<file path="config.mk">
export PLATFORM = sky130hd
export DESIGN_NAME = cfd_core
export DESIGN_NICKNAME = d
export VERILOG_FILES = /design/src/cfd_core.v
export VERILOG_INCLUDE_DIRS = /design/src
export SDC_FILE = /design/constraint.sdc
export NUM_CORES = 2
export LEC_CHECK = 0
export BUFFER_PORTS_ARGS = -buffer_cell sky130_fd_sc_hd__buf_4
export CORE_MARGIN = 5
export CORE_UTILIZATION = 35
export CTS_BUF_LIST = sky130_fd_sc_hd__clkbuf_4 sky130_fd_sc_hd__clkbuf_8
export DETAILED_ROUTE_END_ITERATION = 8
export PLACE_DENSITY_LB_ADDON = 0.12
export SLEW_MARGIN = 10
export SYNTH_ARGS = -nofsm -noshare
export SYNTH_HDL_FRONTEND = slang
export SYNTH_SLANG_ARGS = --single-unit
</file>
<file path="constraint.sdc">
create_clock -name sys_clk -period 5.3 [get_ports sys_clk]
set_input_delay 1.06 -clock sys_clk [delete_from_list [all_inputs] [get_ports sys_clk]]
set_output_delay 1.06 -clock sys_clk [all_outputs]
set_load 0.03 [all_outputs]
</file>
<file path="src/cfd_defs.vh">
// constants for the control-flow decode and execute unit
// assumes an apb master on sys_clk and byte addresses on paddr
`ifndef CFD_DEFS_VH
`define CFD_DEFS_VH
// register byte offsets
`define CFD_OFF_INSN   8'h00
`define CFD_OFF_STAT   8'h04
`define CFD_OFF_PC     8'h08
`define CFD_OFF_ACC    8'h0c
`define CFD_OFF_IX     8'h10
`define CFD_OFF_SP     8'h14
`define CFD_OFF_PS     8'h18
`define CFD_OFF_IRQV   8'h1c
`define CFD_OFF_DP     8'h20
`define CFD_OFF_VEC    8'h40
// reset values
`define CFD_RST_PC     16'h0000
`define CFD_RST_SP     16'h0000
`define CFD_RST_PS     5'h00
// flag positions in ps
`define CFD_F_C        0
`define CFD_F_V        1
`define CFD_F_Z        2
`define CFD_F_N        3
`define CFD_F_I        4
// decode classes
`define CFD_CL_NOP     5'h00
`define CFD_CL_JMPA    5'h01
`define CFD_CL_JMPX    5'h02
`define CFD_CL_VECTOR_CALL_OP   5'h03
`define CFD_CL_CALL    5'h04
`define CFD_CL_WORD_EXCHANGE_OP    5'h05
`define CFD_CL_RET     5'h06
`define CFD_CL_INTERRUPT_RETURN_OP    5'h07
`define CFD_CL_PUSHA   5'h08
`define CFD_CL_POPA    5'h09
`define CFD_CL_PUSHX   5'h0a
`define CFD_CL_POPX    5'h0b
`define CFD_CL_CARRY_CLEAR_OP    5'h0c
`define CFD_CL_CARRY_SET_OP    5'h0d
`define CFD_CL_IRQ_FLAG_CLEAR_OP    5'h0e
`define CFD_CL_IRQ_FLAG_SET_OP    5'h0f
`define CFD_CL_BIT_CLEAR_OP    5'h10
`define CFD_CL_BIT_SET_OP    5'h11
`define CFD_CL_BBC     5'h12
`define CFD_CL_BBS     5'h13
`define CFD_CL_BCC     5'h14
`define CFD_CL_UND     5'h15
// interrupt entry length in cycles
`define CFD_IRQ_CYC    5'h06
`endif
</file>
<file path="src/cfd_core.v">
// control-flow decode and execute unit with an apb register port
// assumes a zero-wait apb master on sys_clk and an asynchronous irq_req pin
`include "cfd_defs.vh"

module cfd_core
#(
   parameter STK_AW = 4
)
(
   // clock and reset
   input  wire        sys_clk,
   input  wire        rstn,
   // apb slave
   input  wire        psel,
   input  wire        penable,
   input  wire        pwrite,
   input  wire [7:0]  paddr,
   input  wire [31:0] pwdata,
   output reg  [31:0] prdata,
   output wire        pready,
   output wire        pslverr,
   // interrupt request pin and acceptance pulse
   input  wire        irq_req,
   output reg         irq_ack
);

   localparam ST_IDLE = 3'b001;
   localparam ST_EXEC = 3'b010;
   localparam ST_IRQ  = 3'b100;

   // decode: {len[1:0], cycles[4:0], class[4:0]}
   function [11:0] dec;
      input [7:0] op;
      begin
         dec = {2'd1, 5'd1, `CFD_CL_UND};
         if (op == 8'h00)
            dec = {2'd1, 5'd1, `CFD_CL_NOP};
         else if (op == 8'he0)
            dec = {2'd1, 5'd2, `CFD_CL_JMPA};
         else if (op == 8'h21)
            dec = {2'd3, 5'd3, `CFD_CL_JMPX};
         else if (op[7:3] == 5'b11101)
            dec = {2'd1, 5'd6, `CFD_CL_VECTOR_CALL_OP};
         else if (op == 8'h31)
            dec = {2'd3, 5'd6, `CFD_CL_CALL};
         else if (op == 8'hf4)
            dec = {2'd1, 5'd3, `CFD_CL_WORD_EXCHANGE_OP};
         else if (op == 8'h20)
            dec = {2'd1, 5'd4, `CFD_CL_RET};
         else if (op == 8'h30)
            dec = {2'd1, 5'd6, `CFD_CL_INTERRUPT_RETURN_OP};
         else if (op == 8'h40)
            dec = {2'd1, 5'd4, `CFD_CL_PUSHA};
         else if (op == 8'h50)
            dec = {2'd1, 5'd4, `CFD_CL_POPA};
         else if (op == 8'h41)
            dec = {2'd1, 5'd4, `CFD_CL_PUSHX};
         else if (op == 8'h51)
            dec = {2'd1, 5'd4, `CFD_CL_POPX};
         else if (op == 8'h81)
            dec = {2'd1, 5'd1, `CFD_CL_CARRY_CLEAR_OP};
         else if (op == 8'h91)
            dec = {2'd1, 5'd1, `CFD_CL_CARRY_SET_OP};
         else if (op == 8'h80)
            dec = {2'd1, 5'd1, `CFD_CL_IRQ_FLAG_CLEAR_OP};
         else if (op == 8'h90)
            dec = {2'd1, 5'd1, `CFD_CL_IRQ_FLAG_SET_OP};
         // direct bit clear, set and test
         else if (op[7:3] == 5'b10100)
            dec = {2'd2, 5'd4, `CFD_CL_BIT_CLEAR_OP};
         else if (op[7:3] == 5'b10101)
            dec = {2'd2, 5'd4, `CFD_CL_BIT_SET_OP};
         else if (op[7:3] == 5'b10110)
            dec = {2'd3, 5'd5, `CFD_CL_BBC};
         else if (op[7:3] == 5'b10111)
            dec = {2'd3, 5'd5, `CFD_CL_BBS};
         else if (op[7:3] == 5'b11111)
            dec = {2'd2, 5'd3, `CFD_CL_BCC};
      end
   endfunction

   // branch condition from the low three opcode bits
   function cond;
      input [2:0] sel;
      input [4:0] ps;
      begin
         case (sel)
            3'd0: cond = ~ps[`CFD_F_C];
            3'd1: cond = ps[`CFD_F_C];
            3'd2: cond = ~ps[`CFD_F_N];
            3'd3: cond = ps[`CFD_F_N];
            3'd4: cond = ~ps[`CFD_F_Z];
            3'd5: cond = ps[`CFD_F_Z];
            3'd6: cond = ~(ps[`CFD_F_N] ^ ps[`CFD_F_V]);
            default: cond = ps[`CFD_F_N] ^ ps[`CFD_F_V];
         endcase
      end
   endfunction

   reg [2:0]  st_r;
   reg [4:0]  cnt_r;
   reg [4:0]  cls_r;
   reg [1:0]  len_r;
   reg [7:0]  op_r;
   reg [15:0] opnd_r;
   reg        und_r;
   reg [15:0] pc_r;
   reg [15:0] acc_r;
   reg [15:0] ix_r;
   reg [15:0] sp_r;
   reg [4:0]  ps_r;
   reg [15:0] irqv_r;
   reg [2:0]  irq_sync_r;
   reg        irq_lvl_r;
   reg [15:0] stk   [0:(1<<STK_AW)-1];
   reg [7:0]  dpmem [0:7];
   reg [15:0] vec   [0:7];

   wire        busy    = ~st_r[0];
   wire        setup   = psel & ~penable;
   wire        access  = psel & penable;
   wire        commit  = busy & (cnt_r == 5'd1);
   wire [11:0] dec_w   = dec(pwdata[7:0]);
   wire [STK_AW-1:0] sp_i  = sp_r[STK_AW-1:0];
   wire [STK_AW-1:0] sp_m1 = sp_i - {{(STK_AW-1){1'b0}}, 1'b1};
   wire [STK_AW-1:0] sp_m2 = sp_i - {{(STK_AW-2){1'b0}}, 2'b10};
   wire [STK_AW-1:0] sp_p1 = sp_i + {{(STK_AW-1){1'b0}}, 1'b1};
   wire [15:0] pc_next = pc_r + {14'h0000, len_r};
   wire [15:0] rel8    = {{8{opnd_r[7]}}, opnd_r[7:0]};
   wire [15:0] rel16   = {{8{opnd_r[15]}}, opnd_r[15:8]};
   wire [7:0]  dp_byte = dpmem[opnd_r[2:0]];
   wire        dp_bit  = dp_byte[op_r[2:0]];
   wire        in_dp   = (paddr[7:5] == 3'b001);
   wire        in_vec  = (paddr[7:5] == 3'b010);
   wire        in_core = (paddr[7:5] == 3'b000) & (paddr[1:0] == 2'b00);
   wire        mapped  = (in_dp | in_vec | in_core) & (paddr[1:0] == 2'b00);
   // every register is write-locked while busy, and status is never writable
   wire        wr_ok   = mapped & ~busy & (paddr != `CFD_OFF_STAT);
   wire        wr_en   = access & pwrite & wr_ok;
   wire        ins_wr  = wr_en & (paddr == `CFD_OFF_INSN);

   // zero-wait slave; bad address or locked write flags an error
   assign pready  = 1'b1;
   assign pslverr = access & (~mapped | (pwrite & ~wr_ok));

   // pin synchroniser: stage 1 feeds stage 2 only, level moves when 2 and 3 agree
   always @(posedge sys_clk or negedge rstn)
   begin
      if (!rstn)
      begin
         irq_sync_r <= 3'b000;
         irq_lvl_r  <= 1'b0;
      end
      else
      begin
         irq_sync_r <= {irq_sync_r[1:0], irq_req};
         if (irq_sync_r[1] == irq_sync_r[2])
            irq_lvl_r <= irq_sync_r[2];
      end
   end

   // read data is latched in the setup phase so it is a flop in the access phase
   always @(posedge sys_clk or negedge rstn)
   begin
      if (!rstn)
         prdata <= 32'h0000_0000;
      else if (setup)
      begin
         prdata <= 32'h0000_0000;
         if (in_dp)
            prdata <= {24'h000000, dpmem[paddr[4:2]]};
         else if (in_vec)
            prdata <= {16'h0000, vec[paddr[4:2]]};
         else
            case (paddr)
               `CFD_OFF_INSN: prdata <= {8'h00, opnd_r, op_r};
               `CFD_OFF_STAT: prdata <= {16'h0000, und_r, len_r, cnt_r, cls_r, busy,
                                         irq_lvl_r, 1'b0};
               `CFD_OFF_PC:   prdata <= {16'h0000, pc_r};
               `CFD_OFF_ACC:  prdata <= {16'h0000, acc_r};
               `CFD_OFF_IX:   prdata <= {16'h0000, ix_r};
               `CFD_OFF_SP:   prdata <= {16'h0000, sp_r};
               `CFD_OFF_PS:   prdata <= {27'h0000000, ps_r};
               `CFD_OFF_IRQV: prdata <= {16'h0000, irqv_r};
               default:       prdata <= 32'h0000_0000;
            endcase
      end
   end

   // memories: stack, direct page and vector table; no reset, software loads them
   always @(posedge sys_clk)
   begin
      if (wr_en & in_dp)
         dpmem[paddr[4:2]] <= pwdata[7:0];
      if (wr_en & in_vec)
         vec[paddr[4:2]] <= pwdata[15:0];
      if (commit & st_r[2])
      begin
         // interrupt entry stacks pc first, then flags on top
         stk[sp_m1] <= pc_r;
         stk[sp_m2] <= {11'h000, ps_r};
      end
      else if (commit)
         case (cls_r)
            `CFD_CL_VECTOR_CALL_OP, `CFD_CL_CALL: stk[sp_m1] <= pc_next;
            `CFD_CL_PUSHA: stk[sp_m1] <= acc_r;
            `CFD_CL_PUSHX: stk[sp_m1] <= ix_r;
            `CFD_CL_BIT_CLEAR_OP:  dpmem[opnd_r[2:0]] <= dp_byte & ~(8'h01 << op_r[2:0]);
            `CFD_CL_BIT_SET_OP:  dpmem[opnd_r[2:0]] <= dp_byte | (8'h01 << op_r[2:0]);
            default: ;
         endcase
   end

   // sequencer and architectural registers
   always @(posedge sys_clk or negedge rstn)
   begin
      if (!rstn)
      begin
         st_r    <= ST_IDLE;
         cnt_r   <= 5'd0;
         cls_r   <= `CFD_CL_NOP;
         len_r   <= 2'd0;
         op_r    <= 8'h00;
         opnd_r  <= 16'h0000;
         und_r   <= 1'b0;
         pc_r    <= `CFD_RST_PC;
         acc_r   <= 16'h0000;
         ix_r    <= 16'h0000;
         sp_r    <= `CFD_RST_SP;
         ps_r    <= `CFD_RST_PS;
         irqv_r  <= 16'h0000;
         irq_ack <= 1'b0;
      end
      else
      begin
         irq_ack <= 1'b0;
         // plain register writes, only accepted while idle
         if (wr_en)
            case (paddr)
               `CFD_OFF_PC:   pc_r   <= pwdata[15:0];
               `CFD_OFF_ACC:  acc_r  <= pwdata[15:0];
               `CFD_OFF_IX:   ix_r   <= pwdata[15:0];
               `CFD_OFF_SP:   sp_r   <= pwdata[15:0];
               `CFD_OFF_PS:   ps_r   <= pwdata[4:0];
               `CFD_OFF_IRQV: irqv_r <= pwdata[15:0];
               default: ;
            endcase
         case (st_r)
            ST_IDLE:
            begin
               // software issue beats a pending interrupt in the same cycle
               if (ins_wr)
               begin
                  op_r   <= pwdata[7:0];
                  opnd_r <= pwdata[23:8];
                  len_r  <= dec_w[11:10];
                  cnt_r  <= dec_w[9:5];
                  cls_r  <= dec_w[4:0];
                  und_r  <= (dec_w[4:0] == `CFD_CL_UND);
                  st_r   <= ST_EXEC;
               end
               else if (irq_lvl_r & ps_r[`CFD_F_I])
               begin
                  cnt_r   <= `CFD_IRQ_CYC;
                  irq_ack <= 1'b1;
                  st_r    <= ST_IRQ;
               end
            end
            ST_IRQ:
            begin
               cnt_r <= cnt_r - 5'd1;
               if (commit)
               begin
                  sp_r              <= sp_r - 16'h0002;
                  pc_r              <= irqv_r;
                  ps_r[`CFD_F_I]    <= 1'b0;
                  st_r              <= ST_IDLE;
               end
            end
            ST_EXEC:
            begin
               cnt_r <= cnt_r - 5'd1;
               if (commit)
               begin
                  st_r <= ST_IDLE;
                  pc_r <= pc_next;
                  case (cls_r)
                     `CFD_CL_JMPA: pc_r <= acc_r;
                     `CFD_CL_JMPX: pc_r <= opnd_r;
                     // vector selected by low opcode bits
                     `CFD_CL_VECTOR_CALL_OP:
                     begin
                        pc_r <= vec[op_r[2:0]];
                        sp_r <= sp_r - 16'h0001;
                     end
                     `CFD_CL_CALL:
                     begin
                        pc_r <= opnd_r;
                        sp_r <= sp_r - 16'h0001;
                     end
                     `CFD_CL_WORD_EXCHANGE_OP:
                     begin
                        pc_r  <= acc_r;
                        acc_r <= pc_r + 16'h0001;
                     end
                     `CFD_CL_RET:
                     begin
                        pc_r <= stk[sp_i];
                        sp_r <= sp_r + 16'h0001;
                     end
                     // flags then pc off the stack
                     `CFD_CL_INTERRUPT_RETURN_OP:
                     begin
                        ps_r <= stk[sp_i][4:0];
                        pc_r <= stk[sp_p1];
                        sp_r <= sp_r + 16'h0002;
                     end
                     `CFD_CL_PUSHA: sp_r <= sp_r - 16'h0001;
                     `CFD_CL_POPA:
                     begin
                        acc_r <= stk[sp_i];
                        sp_r  <= sp_r + 16'h0001;
                     end
                     `CFD_CL_PUSHX: sp_r <= sp_r - 16'h0001;
                     `CFD_CL_POPX:
                     begin
                        ix_r <= stk[sp_i];
                        sp_r <= sp_r + 16'h0001;
                     end
                     `CFD_CL_CARRY_CLEAR_OP: ps_r[`CFD_F_C] <= 1'b0;
                     `CFD_CL_CARRY_SET_OP: ps_r[`CFD_F_C] <= 1'b1;
                     `CFD_CL_IRQ_FLAG_CLEAR_OP: ps_r[`CFD_F_I] <= 1'b0;
                     `CFD_CL_IRQ_FLAG_SET_OP: ps_r[`CFD_F_I] <= 1'b1;
                     // bit test branches, z shows the inverted bit
                     `CFD_CL_BBC:
                     begin
                        ps_r[`CFD_F_Z] <= ~dp_bit;
                        if (!dp_bit)
                           pc_r <= pc_next + rel16;
                     end
                     `CFD_CL_BBS:
                     begin
                        ps_r[`CFD_F_Z] <= ~dp_bit;
                        if (dp_bit)
                           pc_r <= pc_next + rel16;
                     end
                     `CFD_CL_BCC:
                        if (cond(op_r[2:0], ps_r))
                           pc_r <= pc_next + rel8;
                     default: ;
                  endcase
               end
            end
            default: st_r <= ST_IDLE;
         endcase
      end
   end

endmodule

</file>
==> flow_summary.toml <==
[run_status]
outcome = "complete, no violations"

[power]
pwr-share-comb_pct = 15.9
power_density_nw_per_um2 = 294.9
leakagePower_uw = 0.01455
p_sw_share_pct = 30.15
clkPwrFrac_pct = 41.2
p_int_uw = 8414
vdd_ir_drop_max_mv = 0.1628
p_seq_share_pct = 42.9
switchingPower_uw = 3632

[worst_setup_path]
endpoint_kind = "flip-flop"
critPathLaunchType = "flip-flop"
cp_slowest_cell = "dfrtp_1"
r2r_start = "cls_r[2]"
cpMostUsedCell = "a21o_1"
r2r_end = "sp_r[14]"
cp.arrival_ns = 5.40
cp.required_ns = 5.96
path_cells = "nand2_1 > nor3_2 > nor2_1 > buf_4 > fa_1 > a21o_1 > a21o_1 > a2111oi_0 > o31ai_1 > o41ai_1 > o21ai_0 > xor2_1 > a211oi_1 > o21ai_1"
critPathMaxStageDelay_ns = 0.73
path_depth = 14
path_buf_inv = 1
reg2regPathDepth = 14
critical_path.top_delay_family = "compound AO/OA/AOI/OAI gates"
cp_max_fo = 15
crit_type = "flip-flop to flip-flop"
crit_start = "cls_r[2]"
rrSetupSlack_ns = 0.56

[placement]
post-place-ws_ns = 0.7023
io_buffers = 63
postPlaceCellArea_um2 = 38340
gp_congestion = 0.9887
dp_hpwl_um = 101600

[synthesis]
ys_types = 93
synth_area_leader_cell = "edfxtp_1"
ys_top_cells_by_count = "nor2_1, nand2_1, edfxtp_1, mux4_2, a211oi_1"
synth_top_family_by_area = "multiplexers"
syn_area_um2 = 36210
synth-simple-area-share_pct = 11.52
synthTopCellsByArea = "edfxtp_1, mux4_2, dfrtp_1, dfxtp_1, a211oi_1"
async_flop_share_pct = 25.58
synth_ff_type = "edfxtp_1"
yosysSeqAreaShare_pct = 42.93
synth_edf_count = 272
synthAdderAreaFrac_pct = 2.356
synth_top_area_share_pct = 22.55
synth.yosys.warnings = 0
syn-instance-count = 3316
synthMuxAreaShare_pct = 20.04
synth_most_common_cell = "nor2_1"
synth-seq-cells = 602
synth.avg_cell_area_um2 = 10.92
synth_xor_area_share_pct = 2.273
synth_compound_area_share_pct = 16.94

[floorplanning]
die_width_um = 331.7
core_um2 = 103200
num_io_pins = 81
fp.dieH_um = 331.7
rows = 118
initial_core_util_pct = 35.09
die-area_um2 = 110000

[drt]
drtPass1Iterations = 7
wirelength_um = 142700
drt_iter0_drc = 3271
viasPerCell = 6.174
wl_per_cell_um = 29.60
drtAntennaViolNets = 0
drcViolationCount = 0
num_vias = 29770

[final_layout]
area.sequential_um2 = 15560
fin_area_um2 = 40840
drive_above_1_share_pct = 23.22
multi_input_area_um2 = 19450
fin_util_pct = 39.57
fin_nets = 3450
n_fill_cell = 9860
syn_to_final_growth_pct = 12.77

[timing]
slew_headroom_pct = 16.37
setup_viol = 0
period_share_pct = 89.50
rsz0062_at_grt = "false"
hold_viol = 0
slew_viol_final = 0
skew_ns = 0.03234
setup_tns_ns = 0
setup_ws_ns = 0.5563
fmax_ghz = 0.2108
whs_ns = 0.3452
period_needed_ns = 4.744
worstMarginPinSlew_ns = 1.241

[clock_tree]
postCtsSetupRepairBufs = 0
cts-resized-gates = 0
clock_sinks = 602
cts_tree = "built"
hold_buffers = 0
clkTransAtPathRegs_ns = 0.06
cts_made_buffers = 112
cts.htree.levels = 3
clk_latency_ns = 0.80
cts-root-buf = "clkbuf_8"
max-clock-path-buffers = 3

[flow_run]
cap_violations = 0

[grt]
antenna_found_initial = 7
grt_max_degree = 87
grt_first_pass_wirelength_um = 206900
overflow = 0
grt_use_total_pct = 25.01
grt_pass1_vias = 29320

[min_path]
hp-class = "flip-flop to flip-flop"
min-delay-start = "irq_sync_r[0]"
whs_endpoint = "irq_sync_r[1]"
min_path_cells = 0
sequential cells by signal (all words and copies together), names as in the netlist, 2 cells and up:
name and count:
cnt_r 5, cls_r 5, sp_r 16, opnd_r 16
prdata 24, op_r 8, vec 128, stk 256
irq_sync_r 3, dpmem 64, ps_r 5, len_r 2
irqv_r 16, st_r 3, acc_r 16, ix_r 16
pc_r 16
worst reg2reg max path: stages, from the launching register on:
cell and delay [ns]:
dfrtp_1 0.73, nand2_1 0.30, nor3_2 0.27, nor2_1 0.15
buf_4 0.23, fa_1 0.41, a21o_1 0.19, a21o_1 0.20
a2111oi_0 0.72, o31ai_1 0.24, o41ai_1 0.42, o21ai_0 0.21
xor2_1 0.18, a211oi_1 0.27, o21ai_1 0.08
kinds of logic after synthesis:
family	count (synthesis)
AOI/OAI and AO/OA	882
xor gates and xnor gates	94
adders and majority gates	66
buffers and inverters	322
DFF	602
muxes	415
other	2
and+or+nand+nor	933
cells in the final DEF, fill, tap and decap left out, drive strengths merged, types with 8 or more instances in the layout:
master / n
a211o: 10
a211oi: 226
a21o: 14
a21oi: 151
a221o: 16
a221oi: 29
a22o: 16
a22oi: 42
a31oi: 31
and2: 25
and3: 25
buf: 197
clkbuf: 174
clkinv: 27
conb: 9
dfrtp: 153
dfxtp: 176
edfxtp: 272
ha: 61
inv: 31
mux2: 51
mux2i: 121
mux4: 243
nand2: 288
nand2b: 21
nand3: 66
nor2: 370
nor2b: 15
nor3: 54
nor4: 9
o211ai: 13
o21a: 8
o21ai: 174
o221ai: 16
o22ai: 36
o31ai: 50
o41ai: 8
or3: 24
xnor2: 57
xor2: 37
power by group through the flow:
stage	sequential [µW]	clock (µW)	combinational, µW
6_report	5170	4960	1920
5_1_grt	5170	5280	2040
4_1_cts	5160	5050	1900
3_5_place_dp	5250	0	1890
3_3_place_gp	5250	0	1860
2_1_floorplan	5140	0	1250
worst max-delay path by stage:
stage	slack (ns)	endpoint
finish	0.56	sp_r[14]
global route	0.32	sp_r[14]
CTS	0.72	sp_r[14]
detailed placement	0.70	sp_r[0]
global placement	0.71	sp_r[11]
floorplan	0.91	pc_r[0]
cell type report:
class	count	share of cell area (%)
clock buffer	173	5.279
sequential	602	38.10
inverter	26	0.2390
tap	1380	4.228
antenna	5	0.03064
timing repair buffer	198	3.716
clock inverter	39	0.7935
multi-input combinational	2399	47.62
per-stage QoR:
stage	power, µW	instances
floorplan	6383	3323
global placement	7109	4605
detailed placement	7142	4605
CTS	12110	4817
global route	12490	4820
finish	12050	4822
metal layers:
metal	up-vias	track usage, %	routed length [µm]
met1	15230	35.41	62070
met5	-	0	26
met4	4	7.877	4456
met3	232	5.730	12240
met2	1433	38.32	63920
li1	12870	-	-
Power figures use the tool's default switching activity.
